[src/rtl/bbbs_consts.svh]
`ifndef BBBS_CONSTS_SVH
`define BBBS_CONSTS_SVH

// ==========================================================
// Clock rate
`define BBBS_CLK_KHZ              250000

// ==========================================================
// Button timing, in milliseconds, then in clock cycles
`define BBBS_CLICK_WINDOW_MS      500
`define BBBS_HOLD_MS              3000
`define BBBS_DEBOUNCE_MS          5
`define BBBS_CLICK_WINDOW_CYCLES  (`BBBS_CLICK_WINDOW_MS * `BBBS_CLK_KHZ)
`define BBBS_HOLD_CYCLES          (`BBBS_HOLD_MS * `BBBS_CLK_KHZ)
`define BBBS_DEBOUNCE_CYCLES      (`BBBS_DEBOUNCE_MS * `BBBS_CLK_KHZ)

// ==========================================================
// Counter widths and click limits
`define BBBS_TIMER_W              30
`define BBBS_DEB_W                21
`define BBBS_CLICK_W              3
`define BBBS_CLICKS_CANCEL        3'h4
`define BBBS_PWM_W                8

// ==========================================================
// Boot switch codes, position 4 most significant
`define BBBS_CODE_ARM_NAND        4'h0
`define BBBS_CODE_DSP_NOBOOT_A    4'h1
`define BBBS_CODE_ARM_SPI         4'h2
`define BBBS_CODE_ARM_I2C         4'h3
`define BBBS_CODE_ARM_UART        4'h4
`define BBBS_CODE_ARM_ETH         4'h5
`define BBBS_CODE_SLP_MAX_BYP     4'h6
`define BBBS_CODE_SLP_MAX         4'h7
`define BBBS_CODE_DSP_NAND        4'h8
`define BBBS_CODE_SLP_SLOW_BYP    4'h9
`define BBBS_CODE_DSP_SPI         4'hA
`define BBBS_CODE_DSP_I2C         4'hB
`define BBBS_CODE_DSP_UART        4'hC
`define BBBS_CODE_DSP_ETH         4'hD
`define BBBS_CODE_SLP_SLOW_SLOW   4'hE
`define BBBS_CODE_DSP_NOBOOT_B    4'hF

`endif

[src/rtl/bbbs_pkg.sv]
// ==========================================================
// Types shared by the button and boot select logic
package bbbs_pkg;

   // Decoded processor boot selection
   typedef enum logic [3:0] {
      BBBS_BOOT_ARM_NAND,
      BBBS_BOOT_ARM_SPI,
      BBBS_BOOT_ARM_I2C,
      BBBS_BOOT_ARM_UART,
      BBBS_BOOT_ARM_ETH,
      BBBS_BOOT_DSP_NAND,
      BBBS_BOOT_DSP_SPI,
      BBBS_BOOT_DSP_I2C,
      BBBS_BOOT_DSP_UART,
      BBBS_BOOT_DSP_ETH,
      BBBS_BOOT_DSP_NO_BOOT,
      BBBS_BOOT_SLEEP_MAX_PLL_ARM_BYPASS,
      BBBS_BOOT_SLEEP_MAX_PLL,
      BBBS_BOOT_SLEEP_SLOW_PLL_ARM_BYPASS,
      BBBS_BOOT_SLEEP_SLOW_PLL_SLOW_ARM_PLL
   } bbbs_boot_type;

   // Power button click tracker states
   typedef enum logic [1:0] {
      BBBS_ST_IDLE,
      BBBS_ST_PRESSED,
      BBBS_ST_RELEASED,
      BBBS_ST_WAIT_RELEASE
   } bbbs_click_state_type;

endpackage

[src/rtl/bbbs_debounce.sv]
`timescale 1ns/10ps
`include "bbbs_consts.svh"

// ==========================================================
// Debouncer: output follows input once it has held steady
module bbbs_debounce #(
   parameter int unsigned SETTLE_CYCLES = `BBBS_DEBOUNCE_CYCLES
) (
   input  wire logic clk_in,
   input  wire logic resetn_in,
   input  wire logic raw_in,
   output logic      level_out
);
   import bbbs_pkg::*;

   typedef struct packed {
      logic                   level;
      logic [`BBBS_DEB_W-1:0] count;
   } bbbs_deb_state_type;

   bbbs_deb_state_type state_reg;
   bbbs_deb_state_type state_next;

   // Count cycles the input disagrees; bounce restarts the count
   always_comb begin
      state_next = state_reg;
      if (raw_in == state_reg.level) begin
         state_next.count = '0;
      end else if (state_reg.count >=
                   `BBBS_DEB_W'(SETTLE_CYCLES - 1)) begin
         state_next.level = raw_in;
         state_next.count = '0;
      end else begin
         state_next.count = state_reg.count + `BBBS_DEB_W'(1);
      end
   end

   // State register
   always_ff @(posedge clk_in) begin
      if (!resetn_in) begin
         state_reg <= '0;
      end else begin
         state_reg <= state_next;
      end
   end

   assign level_out = state_reg.level;

endmodule // bbbs_debounce

[src/rtl/bbbs_top.sv]
// Summary of operation
// - A press counts in the sequence if it starts within 0.5 s of last press
// - Sequence ending at one press starts a graceful shutdown
// - Sequence ending at two presses performs a warm reset
// - Sequence ending at three presses performs a full reset
// - Sequence ending at four presses cancels and does nothing
// - Power button held over 3 s forces immediate shutdown
// - Controller reset button asserts controller reset and peripheral reset
// - Codes 0000,0010,0011,0100,0101 pick ARM NAND/SPI/I2C/UART/Ethernet
// - Codes 1000,1010,1011,1100,1101 pick DSP NAND/SPI/I2C/UART/Ethernet
// - Codes 0001 and 1111 both pick DSP no-boot
// - Code 0110 sleep max PLL with ARM bypass; 0111 sleep max PLL
// - Code 1001 sleep slow PLL, ARM bypass; 1110 slow PLL, slow ARM PLL
// - Attached external debugger takes debug port from on-board emulator
// - Fan speed set by PWM duty cycle
`timescale 1ns/10ps
`include "bbbs_consts.svh"

module bbbs_top #(
   parameter int unsigned CLICK_WINDOW_CYCLES = `BBBS_CLICK_WINDOW_CYCLES,
   parameter int unsigned HOLD_CYCLES         = `BBBS_HOLD_CYCLES,
   parameter int unsigned DEBOUNCE_CYCLES     = `BBBS_DEBOUNCE_CYCLES
) (
   input  wire logic                     clk_in,
   input  wire logic                     resetn_in,
   input  wire logic                     power_button_n_in,
   input  wire logic                     controller_reset_button_n_in,
   input  wire logic [3:0]               boot_mode_switch_in,
   input  wire logic                     external_debugger_detect_in,
   input  wire logic [`BBBS_PWM_W-1:0]   fan_duty_in,
   output logic                          graceful_shutdown_out,
   output logic                          warm_reset_out,
   output logic                          full_reset_out,
   output logic                          forced_shutdown_out,
   output logic                          click_cancel_out,
   output logic [`BBBS_CLICK_W-1:0]      click_count_out,
   output logic                          board_management_controller_rst_n_out,
   output logic                          peripheral_reset_out,
   output bbbs_pkg::bbbs_boot_type       boot_mode_out,
   output logic                          boot_dsp_out,
   output logic                          onboard_emulator_connect_out,
   output logic                          trace_debug_header_select_out,
   output logic                          fan_pwm_out
);
   import bbbs_pkg::*;

   // =======================================================
   // State of the block
   typedef struct packed {
      bbbs_click_state_type      click_state;
      logic [`BBBS_CLICK_W-1:0]  clicks;
      logic [`BBBS_TIMER_W-1:0]  timer;
      logic                      graceful;
      logic                      warm;
      logic                      full;
      logic                      forced;
      logic                      cancel;
      logic                      ctl_rst_n;
      logic                      periph_rst;
      bbbs_boot_type             boot;
      logic                      boot_dsp;
      logic                      onboard_emu;
      logic                      ext_header;
      logic [`BBBS_PWM_W-1:0]    pwm_count;
      logic                      pwm;
   } bbbs_state_type;

   bbbs_state_type state_reg;
   bbbs_state_type state_next;

   logic power_pressed;
   logic ctl_reset_pressed;
   logic window_over;
   logic hold_over;

   // =======================================================
   // Button debouncing
   bbbs_debounce #(
      .SETTLE_CYCLES (DEBOUNCE_CYCLES)
   ) u_power_debounce (
      .clk_in    (clk_in),
      .resetn_in (resetn_in),
      .raw_in    (~power_button_n_in),
      .level_out (power_pressed)
   );

   bbbs_debounce #(
      .SETTLE_CYCLES (DEBOUNCE_CYCLES)
   ) u_ctl_reset_debounce (
      .clk_in    (clk_in),
      .resetn_in (resetn_in),
      .raw_in    (~controller_reset_button_n_in),
      .level_out (ctl_reset_pressed)
   );

   // Timer measures cycles since the start of the latest press
   assign window_over = state_reg.timer >
                        `BBBS_TIMER_W'(CLICK_WINDOW_CYCLES);
   assign hold_over   = state_reg.timer >=
                        `BBBS_TIMER_W'(HOLD_CYCLES);

   // =======================================================
   // Next state
   always_comb begin
      state_next          = state_reg;
      state_next.graceful = 1'b0;
      state_next.warm     = 1'b0;
      state_next.full     = 1'b0;
      state_next.forced   = 1'b0;
      state_next.cancel   = 1'b0;

      // Saturating press timer
      if (state_reg.timer != {`BBBS_TIMER_W{1'b1}}) begin
         state_next.timer = state_reg.timer + `BBBS_TIMER_W'(1);
      end

      // Power button click tracker
      case (state_reg.click_state)
         BBBS_ST_IDLE: begin
            state_next.clicks = '0;
            if (power_pressed) begin
               state_next.clicks      = `BBBS_CLICK_W'(1);
               state_next.timer       = '0;
               state_next.click_state = BBBS_ST_PRESSED;
            end
         end
         BBBS_ST_PRESSED: begin
            if (hold_over) begin
               state_next.forced      = 1'b1;
               state_next.clicks      = '0;
               state_next.click_state = BBBS_ST_WAIT_RELEASE;
            end else if (!power_pressed) begin
               state_next.click_state = BBBS_ST_RELEASED;
            end
         end
         BBBS_ST_RELEASED: begin
            if (power_pressed && !window_over) begin
               // Follow-on press joins the sequence
               if (state_reg.clicks < `BBBS_CLICKS_CANCEL) begin
                  state_next.clicks = state_reg.clicks +
                                      `BBBS_CLICK_W'(1);
               end
               state_next.timer       = '0;
               state_next.click_state = BBBS_ST_PRESSED;
            end else if (window_over) begin
               // Sequence closed: act on the count
               state_next.click_state = BBBS_ST_IDLE;
               case (state_reg.clicks)
                  `BBBS_CLICK_W'(1): state_next.graceful = 1'b1;
                  `BBBS_CLICK_W'(2): state_next.warm     = 1'b1;
                  `BBBS_CLICK_W'(3): state_next.full     = 1'b1;
                  default:           state_next.cancel   = 1'b1;
               endcase
            end
         end
         BBBS_ST_WAIT_RELEASE: begin
            if (!power_pressed) begin
               state_next.click_state = BBBS_ST_IDLE;
            end
         end
         default: begin
            state_next.click_state = BBBS_ST_IDLE;
         end
      endcase

      // Controller reset follows the reset button
      state_next.ctl_rst_n  = ~ctl_reset_pressed;
      state_next.periph_rst = ctl_reset_pressed;

      // Boot switch decode
      state_next.boot_dsp = 1'b0;
      case (boot_mode_switch_in)
         `BBBS_CODE_ARM_NAND:
            state_next.boot = BBBS_BOOT_ARM_NAND;
         `BBBS_CODE_ARM_SPI:
            state_next.boot = BBBS_BOOT_ARM_SPI;
         `BBBS_CODE_ARM_I2C:
            state_next.boot = BBBS_BOOT_ARM_I2C;
         `BBBS_CODE_ARM_UART:
            state_next.boot = BBBS_BOOT_ARM_UART;
         `BBBS_CODE_ARM_ETH:
            state_next.boot = BBBS_BOOT_ARM_ETH;
         `BBBS_CODE_DSP_NAND: begin
            state_next.boot     = BBBS_BOOT_DSP_NAND;
            state_next.boot_dsp = 1'b1;
         end
         `BBBS_CODE_DSP_SPI: begin
            state_next.boot     = BBBS_BOOT_DSP_SPI;
            state_next.boot_dsp = 1'b1;
         end
         `BBBS_CODE_DSP_I2C: begin
            state_next.boot     = BBBS_BOOT_DSP_I2C;
            state_next.boot_dsp = 1'b1;
         end
         `BBBS_CODE_DSP_UART: begin
            state_next.boot     = BBBS_BOOT_DSP_UART;
            state_next.boot_dsp = 1'b1;
         end
         `BBBS_CODE_DSP_ETH: begin
            state_next.boot     = BBBS_BOOT_DSP_ETH;
            state_next.boot_dsp = 1'b1;
         end
         `BBBS_CODE_DSP_NOBOOT_A, `BBBS_CODE_DSP_NOBOOT_B: begin
            state_next.boot     = BBBS_BOOT_DSP_NO_BOOT;
            state_next.boot_dsp = 1'b1;
         end
         `BBBS_CODE_SLP_MAX_BYP:
            state_next.boot = BBBS_BOOT_SLEEP_MAX_PLL_ARM_BYPASS;
         `BBBS_CODE_SLP_MAX:
            state_next.boot = BBBS_BOOT_SLEEP_MAX_PLL;
         `BBBS_CODE_SLP_SLOW_BYP:
            state_next.boot = BBBS_BOOT_SLEEP_SLOW_PLL_ARM_BYPASS;
         `BBBS_CODE_SLP_SLOW_SLOW:
            state_next.boot = BBBS_BOOT_SLEEP_SLOW_PLL_SLOW_ARM_PLL;
         default:
            state_next.boot = BBBS_BOOT_DSP_NO_BOOT;
      endcase

      // Debug port routing
      state_next.onboard_emu = ~external_debugger_detect_in;
      state_next.ext_header  = external_debugger_detect_in;

      // Fan PWM, period of 256 cycles
      state_next.pwm_count = state_reg.pwm_count + `BBBS_PWM_W'(1);
      state_next.pwm       = state_reg.pwm_count < fan_duty_in;
   end

   // =======================================================
   // State register
   always_ff @(posedge clk_in) begin
      if (!resetn_in) begin
         state_reg             <= '0;
         state_reg.click_state <= BBBS_ST_IDLE;
         state_reg.ctl_rst_n   <= 1'b1;
         state_reg.boot        <= BBBS_BOOT_DSP_NO_BOOT;
         state_reg.onboard_emu <= 1'b1;
      end else begin
         state_reg <= state_next;
      end
   end

   // =======================================================
   // Outputs
   assign graceful_shutdown_out                 = state_reg.graceful;
   assign warm_reset_out                        = state_reg.warm;
   assign full_reset_out                        = state_reg.full;
   assign forced_shutdown_out                   = state_reg.forced;
   assign click_cancel_out                      = state_reg.cancel;
   assign click_count_out                       = state_reg.clicks;
   assign board_management_controller_rst_n_out = state_reg.ctl_rst_n;
   assign peripheral_reset_out                  = state_reg.periph_rst;
   assign boot_mode_out                         = state_reg.boot;
   assign boot_dsp_out                          = state_reg.boot_dsp;
   assign onboard_emulator_connect_out          = state_reg.onboard_emu;
   assign trace_debug_header_select_out         = state_reg.ext_header;
   assign fan_pwm_out                           = state_reg.pwm;

endmodule // bbbs_top

[config.mk]
export PLATFORM = sky130hd
export DESIGN_NAME = bbbs_top
export DESIGN_NICKNAME = d
export VERILOG_FILES = /design/src/rtl/bbbs_pkg.sv /design/src/rtl/bbbs_debounce.sv /design/src/rtl/bbbs_top.sv
export VERILOG_INCLUDE_DIRS = /design/src /design/src/rtl
export SDC_FILE = /design/constraint.sdc
export NUM_CORES = 1
export LEC_CHECK = 0
export BUFFER_PORTS_ARGS = -buffer_cell sky130_fd_sc_hd__clkbuf_2
export CORE_MARGIN = 4
export CORE_UTILIZATION = 45
export CTS_CLUSTER_SIZE = 40
export DETAILED_ROUTE_END_ITERATION = 7
export PLACE_DENSITY = 0.61
export SYNTH_ARGS = -nofsm -noshare
export SYNTH_HDL_FRONTEND = slang
export SYNTH_SLANG_ARGS = --single-unit
[constraint.sdc]
create_clock -name clk_in -period 2.1 [get_ports clk_in]
set_clock_uncertainty 0.05 [all_clocks]
set_input_delay 0.105 -clock clk_in [delete_from_list [all_inputs] [get_ports clk_in]]
set_output_delay 0.105 -clock clk_in [all_outputs]
set_load 0.02 [all_outputs]
==> flow_summary.html, run 1 <==
<table>
<tr><th>Metric</th><th>Value</th></tr>
<tr><th colspan="2">CTS</th></tr>
<tr><td>Number of buffers on the longest clock path</td><td>2</td></tr>
<tr><td>H-Tree Depth</td><td>3</td></tr>
<tr><td>Root Buffer</td><td>clkbuf_8</td></tr>
<tr><td>Clock slew at the register clock pins of the worst setup and hold paths</td><td>0.10 ns</td></tr>
<tr><td>CTS tree</td><td>built</td></tr>
<tr><td>Total clock buffers created by CTS</td><td>9</td></tr>
<tr><td>Clk Latency, worst-skew pair</td><td>0.38 ns</td></tr>
<tr><td>Count of clock tree sinks</td><td>102</td></tr>
<tr><th colspan="2">STA</th></tr>
<tr><td>Final Hold Fails</td><td>0</td></tr>
<tr><td>Relative slew slack</td><td>67.0%</td></tr>
<tr><td>Slew @ Worst Pin</td><td>0.491 ns</td></tr>
<tr><td>Highest Clock Rate</td><td>443 MHz</td></tr>
<tr><td># setup viols final</td><td>39</td></tr>
<tr><td>Part of the cycle the worst path needs</td><td>108%</td></tr>
<tr><td>Worst Setup Slack, final</td><td>-0.159 ns</td></tr>
<tr><td>Fin. max-slew vios</td><td>0</td></tr>
<tr><td>RSZ-0062 raised after global routing</td><td>yes</td></tr>
<tr><td>Final critical delay including setup and external delays</td><td>2.26 ns</td></tr>
<tr><th colspan="2">Routing</th></tr>
<tr><td>Residual DRC</td><td>0</td></tr>
<tr><td>Number of nets with antenna violations after detailed routing</td><td>0</td></tr>
<tr><td>Routed vias</td><td>4241</td></tr>
<tr><td>Wire length per cell</td><td>13.1 µm</td></tr>
<tr><td>First-iteration detailed-routing DRC count</td><td>189</td></tr>
<tr><td>Vias per cell</td><td>5.11</td></tr>
<tr><td>Aggregate routed wire length</td><td>10900 µm</td></tr>
<tr><td>Pre-Repair DR Iteration Count</td><td>5</td></tr>
<tr><th colspan="2">Synth</th></tr>
<tr><td>Post-synthesis share of cell area spent on full adders, half adders and majority gates</td><td>5.21%</td></tr>
<tr><td>Number of cells produced by synthesis</td><td>591</td></tr>
<tr><td>Total of flip-flops plus latches after synthesis</td><td>102</td></tr>
<tr><td>Share of synthesized area occupied by flip-flops and latches</td><td>40.5%</td></tr>
<tr><td>Dominant cell by count in the synthesized netlist</td><td>nor2_1</td></tr>
<tr><td>Area share of the leading cell type in the synthesized netlist</td><td>40.5%</td></tr>
<tr><td>Leading cell types by count after synthesis</td><td>nor2_1, dfxtp_1, nand2_1</td></tr>
<tr><td>Synthesized-area fraction occupied by ao, oa, aoi and oai cells</td><td>7.69%</td></tr>
<tr><td>Synthesized area</td><td>5040 µm²</td></tr>
<tr><td>Most frequently used flop master after synthesis</td><td>dfxtp_1</td></tr>
<tr><td>Mux contribution to synthesized area</td><td>0.992%</td></tr>
<tr><td>Count of different cell masters after synthesis</td><td>62</td></tr>
<tr><td>Area share of and/or/nand/nor cells after synthesis</td><td>27.9%</td></tr>
<tr><td>Number of enable flip-flop cells after synthesis</td><td>0</td></tr>
<tr><td>Combinational family with the most area after synthesis</td><td>simple AND/OR/NAND/NOR gates</td></tr>
<tr><td>Cells taking the most area after synthesis</td><td>dfxtp_1, nor2_1, xor2_1, xnor2_1, ha_1</td></tr>
<tr><td>Ys async rst share</td><td>0%</td></tr>
<tr><td>Number of warnings issued by yosys</td><td>0</td></tr>
<tr><td>Largest area contributor in the netlist</td><td>dfxtp_1</td></tr>
<tr><td>Syn_area_per_cell</td><td>8.53 µm²</td></tr>
<tr><td>Share of the synthesized netlist area taken by xor and xnor gates</td><td>12.7%</td></tr>
<tr><td>Synth Net Count</td><td>629</td></tr>
<tr><th colspan="2">Cells and area</th></tr>
<tr><td>Flip-flop count of the largest register after layout</td><td>40</td></tr>
<tr><td>Syn-to-layout area delta</td><td>25.1%</td></tr>
<tr><td>Net count of the finished layout</td><td>723</td></tr>
<tr><td>Fraction of layout cells with a size suffix above 1</td><td>25.5%</td></tr>
<tr><td>Final cell area excluding filler cells</td><td>6310 µm²</td></tr>
<tr><td>Antenna diodes</td><td>0</td></tr>
<tr><th colspan="2">Power and ir drop</th></tr>
<tr><td>Clock power frac</td><td>34.8%</td></tr>
<tr><td>Standby leakage power</td><td>2.47 nW</td></tr>
<tr><td>Combinational share of power</td><td>10.5%</td></tr>
<tr><td>Pwr Density</td><td>574 nW/µm²</td></tr>
<tr><td>Worst supply voltage drop on vdd</td><td>0.399 mV</td></tr>
<tr><td>Fraction of power consumed by sequential logic</td><td>54.8%</td></tr>
<tr><td>Switching power as a share of total power</td><td>25.3%</td></tr>
<tr><td>Internal Dissipation</td><td>2.71 mW</td></tr>
<tr><td>Sw power</td><td>917 µW</td></tr>
<tr><th colspan="2">Floorplanning</th></tr>
<tr><td>Chip width</td><td>114 µm</td></tr>
<tr><td>Boundary Pins</td><td>35</td></tr>
<tr><td>Core footprint</td><td>10900 µm²</td></tr>
<tr><td>Starting utilization of the core area</td><td>46.3%</td></tr>
<tr><td>Cell row count</td><td>38</td></tr>
<tr><td>Floorplan die height</td><td>114 µm</td></tr>
<tr><td>Area of the die</td><td>13000 µm²</td></tr>
<tr><th colspan="2">Outcome</th></tr>
<tr><td>Violated checks</td><td>setup timing</td></tr>
<tr><td>Outcome</td><td>complete, but fails checks</td></tr>
<tr><th colspan="2">Placed design</th></tr>
<tr><td>Setup Slack @ Placement</td><td>-0.130 ns</td></tr>
<tr><td>Count of buffers from port buffering</td><td>34</td></tr>
<tr><td>Cell area after placement</td><td>5650 µm²</td></tr>
<tr><td>GP Congestion</td><td>0.860</td></tr>
<tr><td>Final HPWL DP</td><td>7250 µm</td></tr>
<tr><th colspan="2">Worst setup path</th></tr>
<tr><td>Startpoint type of the worst setup path</td><td>register</td></tr>
<tr><td>Required time reported for the critical path endpoint</td><td>2.36 ns</td></tr>
<tr><td>Worst Path Class, Setup</td><td>reg2reg</td></tr>
<tr><td>CP Data Arrival Time</td><td>2.52 ns</td></tr>
<tr><td>CP Max Fanout</td><td>3</td></tr>
<tr><td>Beginning of the critical path</td><td>state_reg[23]</td></tr>
<tr><td>Worst Setup End Kind</td><td>register</td></tr>
<tr><td>Startpoint of the lowest-slack register-to-register path</td><td>state_reg[23]</td></tr>
<tr><th colspan="2">Hold path</th></tr>
<tr><td>Worst hold path type</td><td>in2reg</td></tr>
<tr><td>Min-Delay Startpoint</td><td>resetn_in</td></tr>
<tr><th colspan="2">Global route</th></tr>
<tr><td>Largest net degree at the start of global routing</td><td>22</td></tr>
<tr><td>Via count of the first global-routing pass</td><td>4111</td></tr>
<tr><td>First-pass GRT wire length</td><td>18300 µm</td></tr>
<tr><td>Antenna violations before repair</td><td>0</td></tr>
<tr><td>Combined global-route utilization of all metal layers</td><td>17.1%</td></tr>
<tr><td>Overall overflow remaining after global route</td><td>0</td></tr>
<tr><th colspan="2">Flow run</th></tr>
<tr><td>Maxcap violations</td><td>0</td></tr>
</table>
==> layer usage <==
| metal | vias up | track usage (%) | share of wire (%) |
|---|---|---|---|
| li1 | 2190 | - | - |
| met1 | 1989 | 21.4 | 48 |
| met2 | 48 | 29.1 | 48 |
| met3 | 14 | 3.66 | 3.1 |
| met4 | 0 | 6.33 | 1.6 |
| met5 | - | 0 | 0 |
==> cell type report <==
| type | instances | area, µm² |
|---|---|---|
| sequential | 102 | 2050 |
| clock inverter | 6 | 68.8 |
| multi-input combinational | 440 | 3010 |
| fill | 1001 | 4580 |
| timing repair buffer | 100 | 757 |
| inverter | 32 | 120 |
| clock buffer | 10 | 128 |
| tap | 140 | 175 |
==> path summary, 6_finish.rpt <==
check	end	slack (ns)	cells after the start
setup / recovery	click_count_out[1]	-0.16	9
hold / removal	boot_mode_out[1]	0.04	3
setup reg to reg	click_count_out[1]	-0.16	9
hold reg to reg	state_reg[1]	0.42	1
==> logic make-up after synthesis <==
kind of cell / count (synthesis)
adder cells (fa/ha/maj): 21
buffers and inverters: 55
flip-flops: 102
multiplexers: 5
AND/OR/NAND/NOR: 284
AO/OA/AOI/OAI: 51
XOR/XNOR: 73
==> power groups by stage <==
stage	combinational, mW	clock [mW]	sequential (mW)
after floorplan	0.188	0	2.03
after global placement	0.279	0	2.03
after detailed placement	0.286	0	2.03
after CTS	0.359	1.30	1.98
after global routing	0.420	1.37	1.99
final	0.379	1.26	1.98
==> critical path, cell delays in order, from the launching register on <==
cell and delay [ns]:
dfxtp_2 0.33, inv_2 0.07, ha_4 0.12, or4bb_4 0.46, nor4_4 0.24, a21boi_2 0.12
a31oi_4 0.19, nand3_2 0.12, a211oi_4 0.28, mux2i_1 0.22
==> repair_timing <==
action | 4_1_cts | 5_1_grt
gates cloned | 4 | 4
buffers inserted | 7 | 4
setup endpoints to repair | 58 | 81
pin swaps | 22 | 16
hold buffers | 6 | 0
gates resized for setup | 28 | 33
endpoints found under the hold margin | 6 | 0
==> cell usage in the layout, fill, tap and decap left out, types with 5 or more instances in the layout <==
master / instances
ha_1: 18
dlygate4sd3_1: 6
nor3_1: 20
xor2_1: 41
clkbuf_2: 34
nor4_1: 8
dfxtp_1: 95
buf_4: 53
mux2i_1: 5
nand4_1: 7
clkbuf_8: 9
nand2_1: 49
or3_4: 8
nand3_1: 31
and3_1: 15
nor2_1: 97
dfxtp_2: 7
inv_1: 29
and2_1: 8
a21oi_1: 5
xnor2_1: 32
nor2_2: 14
==> through the flow <==
step | total power, mW | TNS [ns] | util, % | cells | hold WS (ns)
2_1_floorplan | 2.22 | 0 | - | 591 | 0.151
3_3_place_gp | 2.31 | -0.768 | 51.9 | 790 | 0.267
3_5_place_dp | 2.31 | -2.26 | 51.9 | 790 | 0.271
4_1_cts | 3.65 | -3.07 | 56.4 | 823 | 0.0135
5_1_grt | 3.78 | -8.11 | 58.0 | 830 | 0.0464
6_report | 3.62 | -3.27 | 58.0 | 830 | 0.0421
Note: power is estimated with default switching activity, not from simulation.
==> run 2: changes to the inputs <==
--- a/config.mk
+++ b/config.mk
@@ -9,9 +9,10 @@
 export BUFFER_PORTS_ARGS = -buffer_cell sky130_fd_sc_hd__clkbuf_2
 export CORE_MARGIN = 4
 export CORE_UTILIZATION = 45
+export CTS_BUF_LIST = sky130_fd_sc_hd__clkbuf_8
 export CTS_CLUSTER_SIZE = 40
 export DETAILED_ROUTE_END_ITERATION = 7
-export PLACE_DENSITY = 0.61
+export PLACE_DENSITY = 0.58
 export SYNTH_ARGS = -nofsm -noshare
 export SYNTH_HDL_FRONTEND = slang
 export SYNTH_SLANG_ARGS = --single-unit
==> constraint.sdc (replaced) <==
create_clock -name clk_in -period 2.2 [get_ports clk_in]
set_clock_uncertainty 0.05 [all_clocks]
set_input_delay 0.11 -clock clk_in [delete_from_list [all_inputs] [get_ports clk_in]]
set_output_delay 0.11 -clock clk_in [all_outputs]
set_load 0.02 [all_outputs]
==> run 2 against run 1 <==
The run still ends with setup timing left; design area is 3.6% lower; worst hold slack better by 0.0018 ns; sequential power is 5% lower; global-route usage is 0.89 points lower; maximum frequency is 0.82% higher; sequential cell count stayed put; largest power group unchanged.
==> flow_summary.html, run 2 (synthesis gave the netlist of run 1 again) <==
<table>
<tr><th>Metric</th><th>Value</th></tr>
<tr><th colspan="2">Power and ir drop</th></tr>
<tr><td>Switching power as a share of total power</td><td>24.9%</td></tr>
<tr><td>Internal Dissipation</td><td>2.56 mW</td></tr>
<tr><td>Standby leakage power</td><td>2.38 nW</td></tr>
<tr><td>Combinational share of power</td><td>9.8%</td></tr>
<tr><td>Sw power</td><td>849 µW</td></tr>
<tr><td>Post-layout total power</td><td>3.41 mW</td></tr>
<tr><td>Fraction of power consumed by sequential logic</td><td>55.5%</td></tr>
<tr><td>Clock power frac</td><td>34.7%</td></tr>
<tr><td>Worst supply voltage drop on vdd</td><td>0.525 mV</td></tr>
<tr><td>Pwr Density</td><td>561 nW/µm²</td></tr>
<tr><th colspan="2">Worst setup path</th></tr>
<tr><td>Highest cell delay on the worst timing path</td><td>0.52 ns</td></tr>
<tr><td>Crit path buf inv count</td><td>1</td></tr>
<tr><td>Startpoint of the lowest-slack register-to-register path</td><td>state_reg[24]</td></tr>
<tr><td>Startpoint type of the worst setup path</td><td>register</td></tr>
<tr><td>Worst Path Class, Setup</td><td>reg2reg</td></tr>
<tr><td>Required time reported for the critical path endpoint</td><td>2.46 ns</td></tr>
<tr><td>CP max-delay cell</td><td>a2111oi_1</td></tr>
<tr><td>CP Max Fanout</td><td>3</td></tr>
<tr><td>R2r worst-path depth</td><td>8</td></tr>
<tr><td>Endpoint of the worst register-to-register path</td><td>click_count_out[0]</td></tr>
<tr><td>Critical path cell sequence</td><td>inv_2, ha_4, or4bb_1, nor4_2, a21boi_2, a2111oi_1, o311ai_1, mux2i_1</td></tr>
<tr><td>Reg-to-reg slack, setup</td><td>-0.04 ns</td></tr>
<tr><td>CP Data Arrival Time</td><td>2.50 ns</td></tr>
<tr><td>Worst Setup End Kind</td><td>register</td></tr>
<tr><td>Family of cells with the greatest summed delay on the critical path</td><td>compound AO/OA/AOI/OAI gates</td></tr>
<tr><th colspan="2">Routing</th></tr>
<tr><td>Residual DRC</td><td>0</td></tr>
<tr><td>Aggregate routed wire length</td><td>10400 µm</td></tr>
<tr><td>Routed vias</td><td>4138</td></tr>
<tr><td>Number of nets with antenna violations after detailed routing</td><td>0</td></tr>
<tr><td>Vias per cell</td><td>5.09</td></tr>
<tr><td>First-iteration detailed-routing DRC count</td><td>160</td></tr>
<tr><td>Wire length per cell</td><td>12.8 µm</td></tr>
<tr><td>Pre-Repair DR Iteration Count</td><td>4</td></tr>
<tr><th colspan="2">CTS</th></tr>
<tr><td>Clock slew at the register clock pins of the worst setup and hold paths</td><td>0.10 ns</td></tr>
<tr><td>CTS tree</td><td>built</td></tr>
<tr><td>Number of buffers on the longest clock path</td><td>2</td></tr>
<tr><td>Root Buffer</td><td>clkbuf_8</td></tr>
<tr><td>Clk Latency, worst-skew pair</td><td>0.38 ns</td></tr>
<tr><td>Total clock buffers created by CTS</td><td>9</td></tr>
<tr><td>H-Tree Depth</td><td>3</td></tr>
<tr><td>Count of clock tree sinks</td><td>102</td></tr>
<tr><th colspan="2">Floorplanning</th></tr>
<tr><td>Boundary Pins</td><td>35</td></tr>
<tr><td>Cell row count</td><td>38</td></tr>
<tr><td>Chip width</td><td>114 µm</td></tr>
<tr><td>Core footprint</td><td>10900 µm²</td></tr>
<tr><td>Floorplan die height</td><td>114 µm</td></tr>
<tr><td>Starting utilization of the core area</td><td>46.3%</td></tr>
<tr><td>Area of the die</td><td>13000 µm²</td></tr>
<tr><th colspan="2">Placed design</th></tr>
<tr><td>Setup Slack @ Placement</td><td>-0.132 ns</td></tr>
<tr><td>Count of buffers from port buffering</td><td>34</td></tr>
<tr><td>GP Congestion</td><td>0.871</td></tr>
<tr><td>Final HPWL DP</td><td>7110 µm</td></tr>
<tr><td>Cell area after placement</td><td>5570 µm²</td></tr>
<tr><th colspan="2">STA</th></tr>
<tr><td>Relative slew slack</td><td>65.6%</td></tr>
<tr><td>Fin. max-slew vios</td><td>0</td></tr>
<tr><td>Worst Setup Slack, final</td><td>-0.0410 ns</td></tr>
<tr><td>Final critical delay including setup and external delays</td><td>2.24 ns</td></tr>
<tr><td>Part of the cycle the worst path needs</td><td>102%</td></tr>
<tr><td>RSZ-0062 raised after global routing</td><td>yes</td></tr>
<tr><td># setup viols final</td><td>2</td></tr>
<tr><td>Slew @ Worst Pin</td><td>0.513 ns</td></tr>
<tr><td>Final-layout worst hold slack</td><td>0.0439 ns</td></tr>
<tr><td>Highest Clock Rate</td><td>446 MHz</td></tr>
<tr><td>Final Hold Fails</td><td>0</td></tr>
<tr><th colspan="2">Global route</th></tr>
<tr><td>Overall overflow remaining after global route</td><td>0</td></tr>
<tr><td>Largest net degree at the start of global routing</td><td>23</td></tr>
<tr><td>Antenna violations before repair</td><td>0</td></tr>
<tr><td>Combined global-route utilization of all metal layers</td><td>16.2%</td></tr>
<tr><td>First-pass GRT wire length</td><td>17400 µm</td></tr>
<tr><td>Via count of the first global-routing pass</td><td>3960</td></tr>
<tr><th colspan="2">Hold path</th></tr>
<tr><td>Worst hold path type</td><td>in2reg</td></tr>
<tr><td>Depth of the worst hold-timing path</td><td>3</td></tr>
<tr><td>Min-Delay Startpoint</td><td>boot_mode_switch_in[3]</td></tr>
<tr><td>Worst hold path endpoint</td><td>boot_mode_out[1]</td></tr>
<tr><th colspan="2">Cells and area</th></tr>
<tr><td>Fraction of layout cells with a size suffix above 1</td><td>21.8%</td></tr>
<tr><td>Most frequent standard cell in the layout excluding fill and tap cells</td><td>dfxtp_1</td></tr>
<tr><td>Layout fillers</td><td>1040</td></tr>
<tr><td>Flip-flop count of the largest register after layout</td><td>40</td></tr>
<tr><td>Most frequent cells in the layout</td><td>dfxtp_1, nor2_1, nand2_1, xor2_1, buf_4</td></tr>
<tr><td>Net count of the finished layout</td><td>706</td></tr>
<tr><td>Final cell area excluding filler cells</td><td>6090 µm²</td></tr>
<tr><td>Layout Utilization</td><td>55.9%</td></tr>
<tr><td>Total area of multi-input combinational cells</td><td>2910 µm²</td></tr>
<tr><td>Antenna diodes</td><td>0</td></tr>
<tr><td>Syn-to-layout area delta</td><td>20.7%</td></tr>
<tr><td>Register Area</td><td>2050 µm²</td></tr>
<tr><th colspan="2">Outcome</th></tr>
<tr><td>Outcome</td><td>complete, but fails checks</td></tr>
<tr><td>Violated checks</td><td>setup timing</td></tr>
<tr><th colspan="2">Flow run</th></tr>
<tr><td>Maxcap violations</td><td>0</td></tr>
</table>
run 2: how the worst max path moves through the flow:
stage                        from            endpoint  slack [ns]  cells past startpoint
detailed placement  state_reg[23]  click_count_out[0]       -0.13                      9
CTS                 state_reg[24]  click_count_out[0]       -0.07                      9
global route        state_reg[24]  click_count_out[1]       -0.20                      9
finish              state_reg[24]  click_count_out[0]       -0.04                      8
floorplan           state_reg[23]  click_count_out[0]       0.004                      9
global placement    state_reg[23]  click_count_out[1]       -0.06                      9
run 2: layout make-up:
| type | count | share of cell area [%] |
|---|---|---|
| timing repair buffer | 86 | 10.5 |
| clock buffer | 9 | 2.04 |
| multi-input combinational | 437 | 47.7 |
| tap | 140 | 2.88 |
| sequential | 102 | 33.6 |
| inverter | 32 | 1.97 |
| clock inverter | 7 | 1.19 |
run 2: timing repair:
item | 4_1_cts | 5_1_grt
pin swaps | 7 | 9
hold buffers | 6 | 0
gates cloned | 0 | 5
endpoints found under the setup margin | 22 | 79
setup buffers | 3 | 2
hold endpoints to repair | 7 | 0
gates resized for setup | 10 | 34
run 2: per-layer routing:
| metal | part of all wire, % | wire, µm | track usage, % |
|---|---|---|---|
| met5 | 0 | 0 | 0 |
| met3 | 2.7 | 285 | 4.03 |
| met1 | 47 | 4940 | 20.4 |
| met2 | 48 | 5020 | 27.2 |
| met4 | 1.8 | 191 | 5.62 |
run 2: power groups by stage:
stage          Combinational, mW  Sequential [mW]  Clock, mW
3_3_place_gp               0.267             1.94          0
4_1_cts                    0.297             1.90       1.24
6_report                   0.335             1.89       1.18
2_1_floorplan              0.179             1.94          0
5_1_grt                    0.368             1.90       1.31
3_5_place_dp               0.271             1.94          0
run 2: through the flow:
step / instances / TNS (ns)
6_report: 813 / -0.0443
5_1_grt: 813 / -1.57
4_1_cts: 806 / -0.108
3_5_place_dp: 781 / -0.232
3_3_place_gp: 781 / -0.114
2_1_floorplan: 591 / 0
run 2: worst reg2reg max path: cells and delay by family (launching register included):
kind	cells	cell delay (ns)
AOI/OAI and AO/OA	3	0.82
buffers and inverters	1	0.07
adders and majority gates	1	0.12
DFF	1	0.33
and+or+nand+nor	2	0.60
muxes	1	0.17
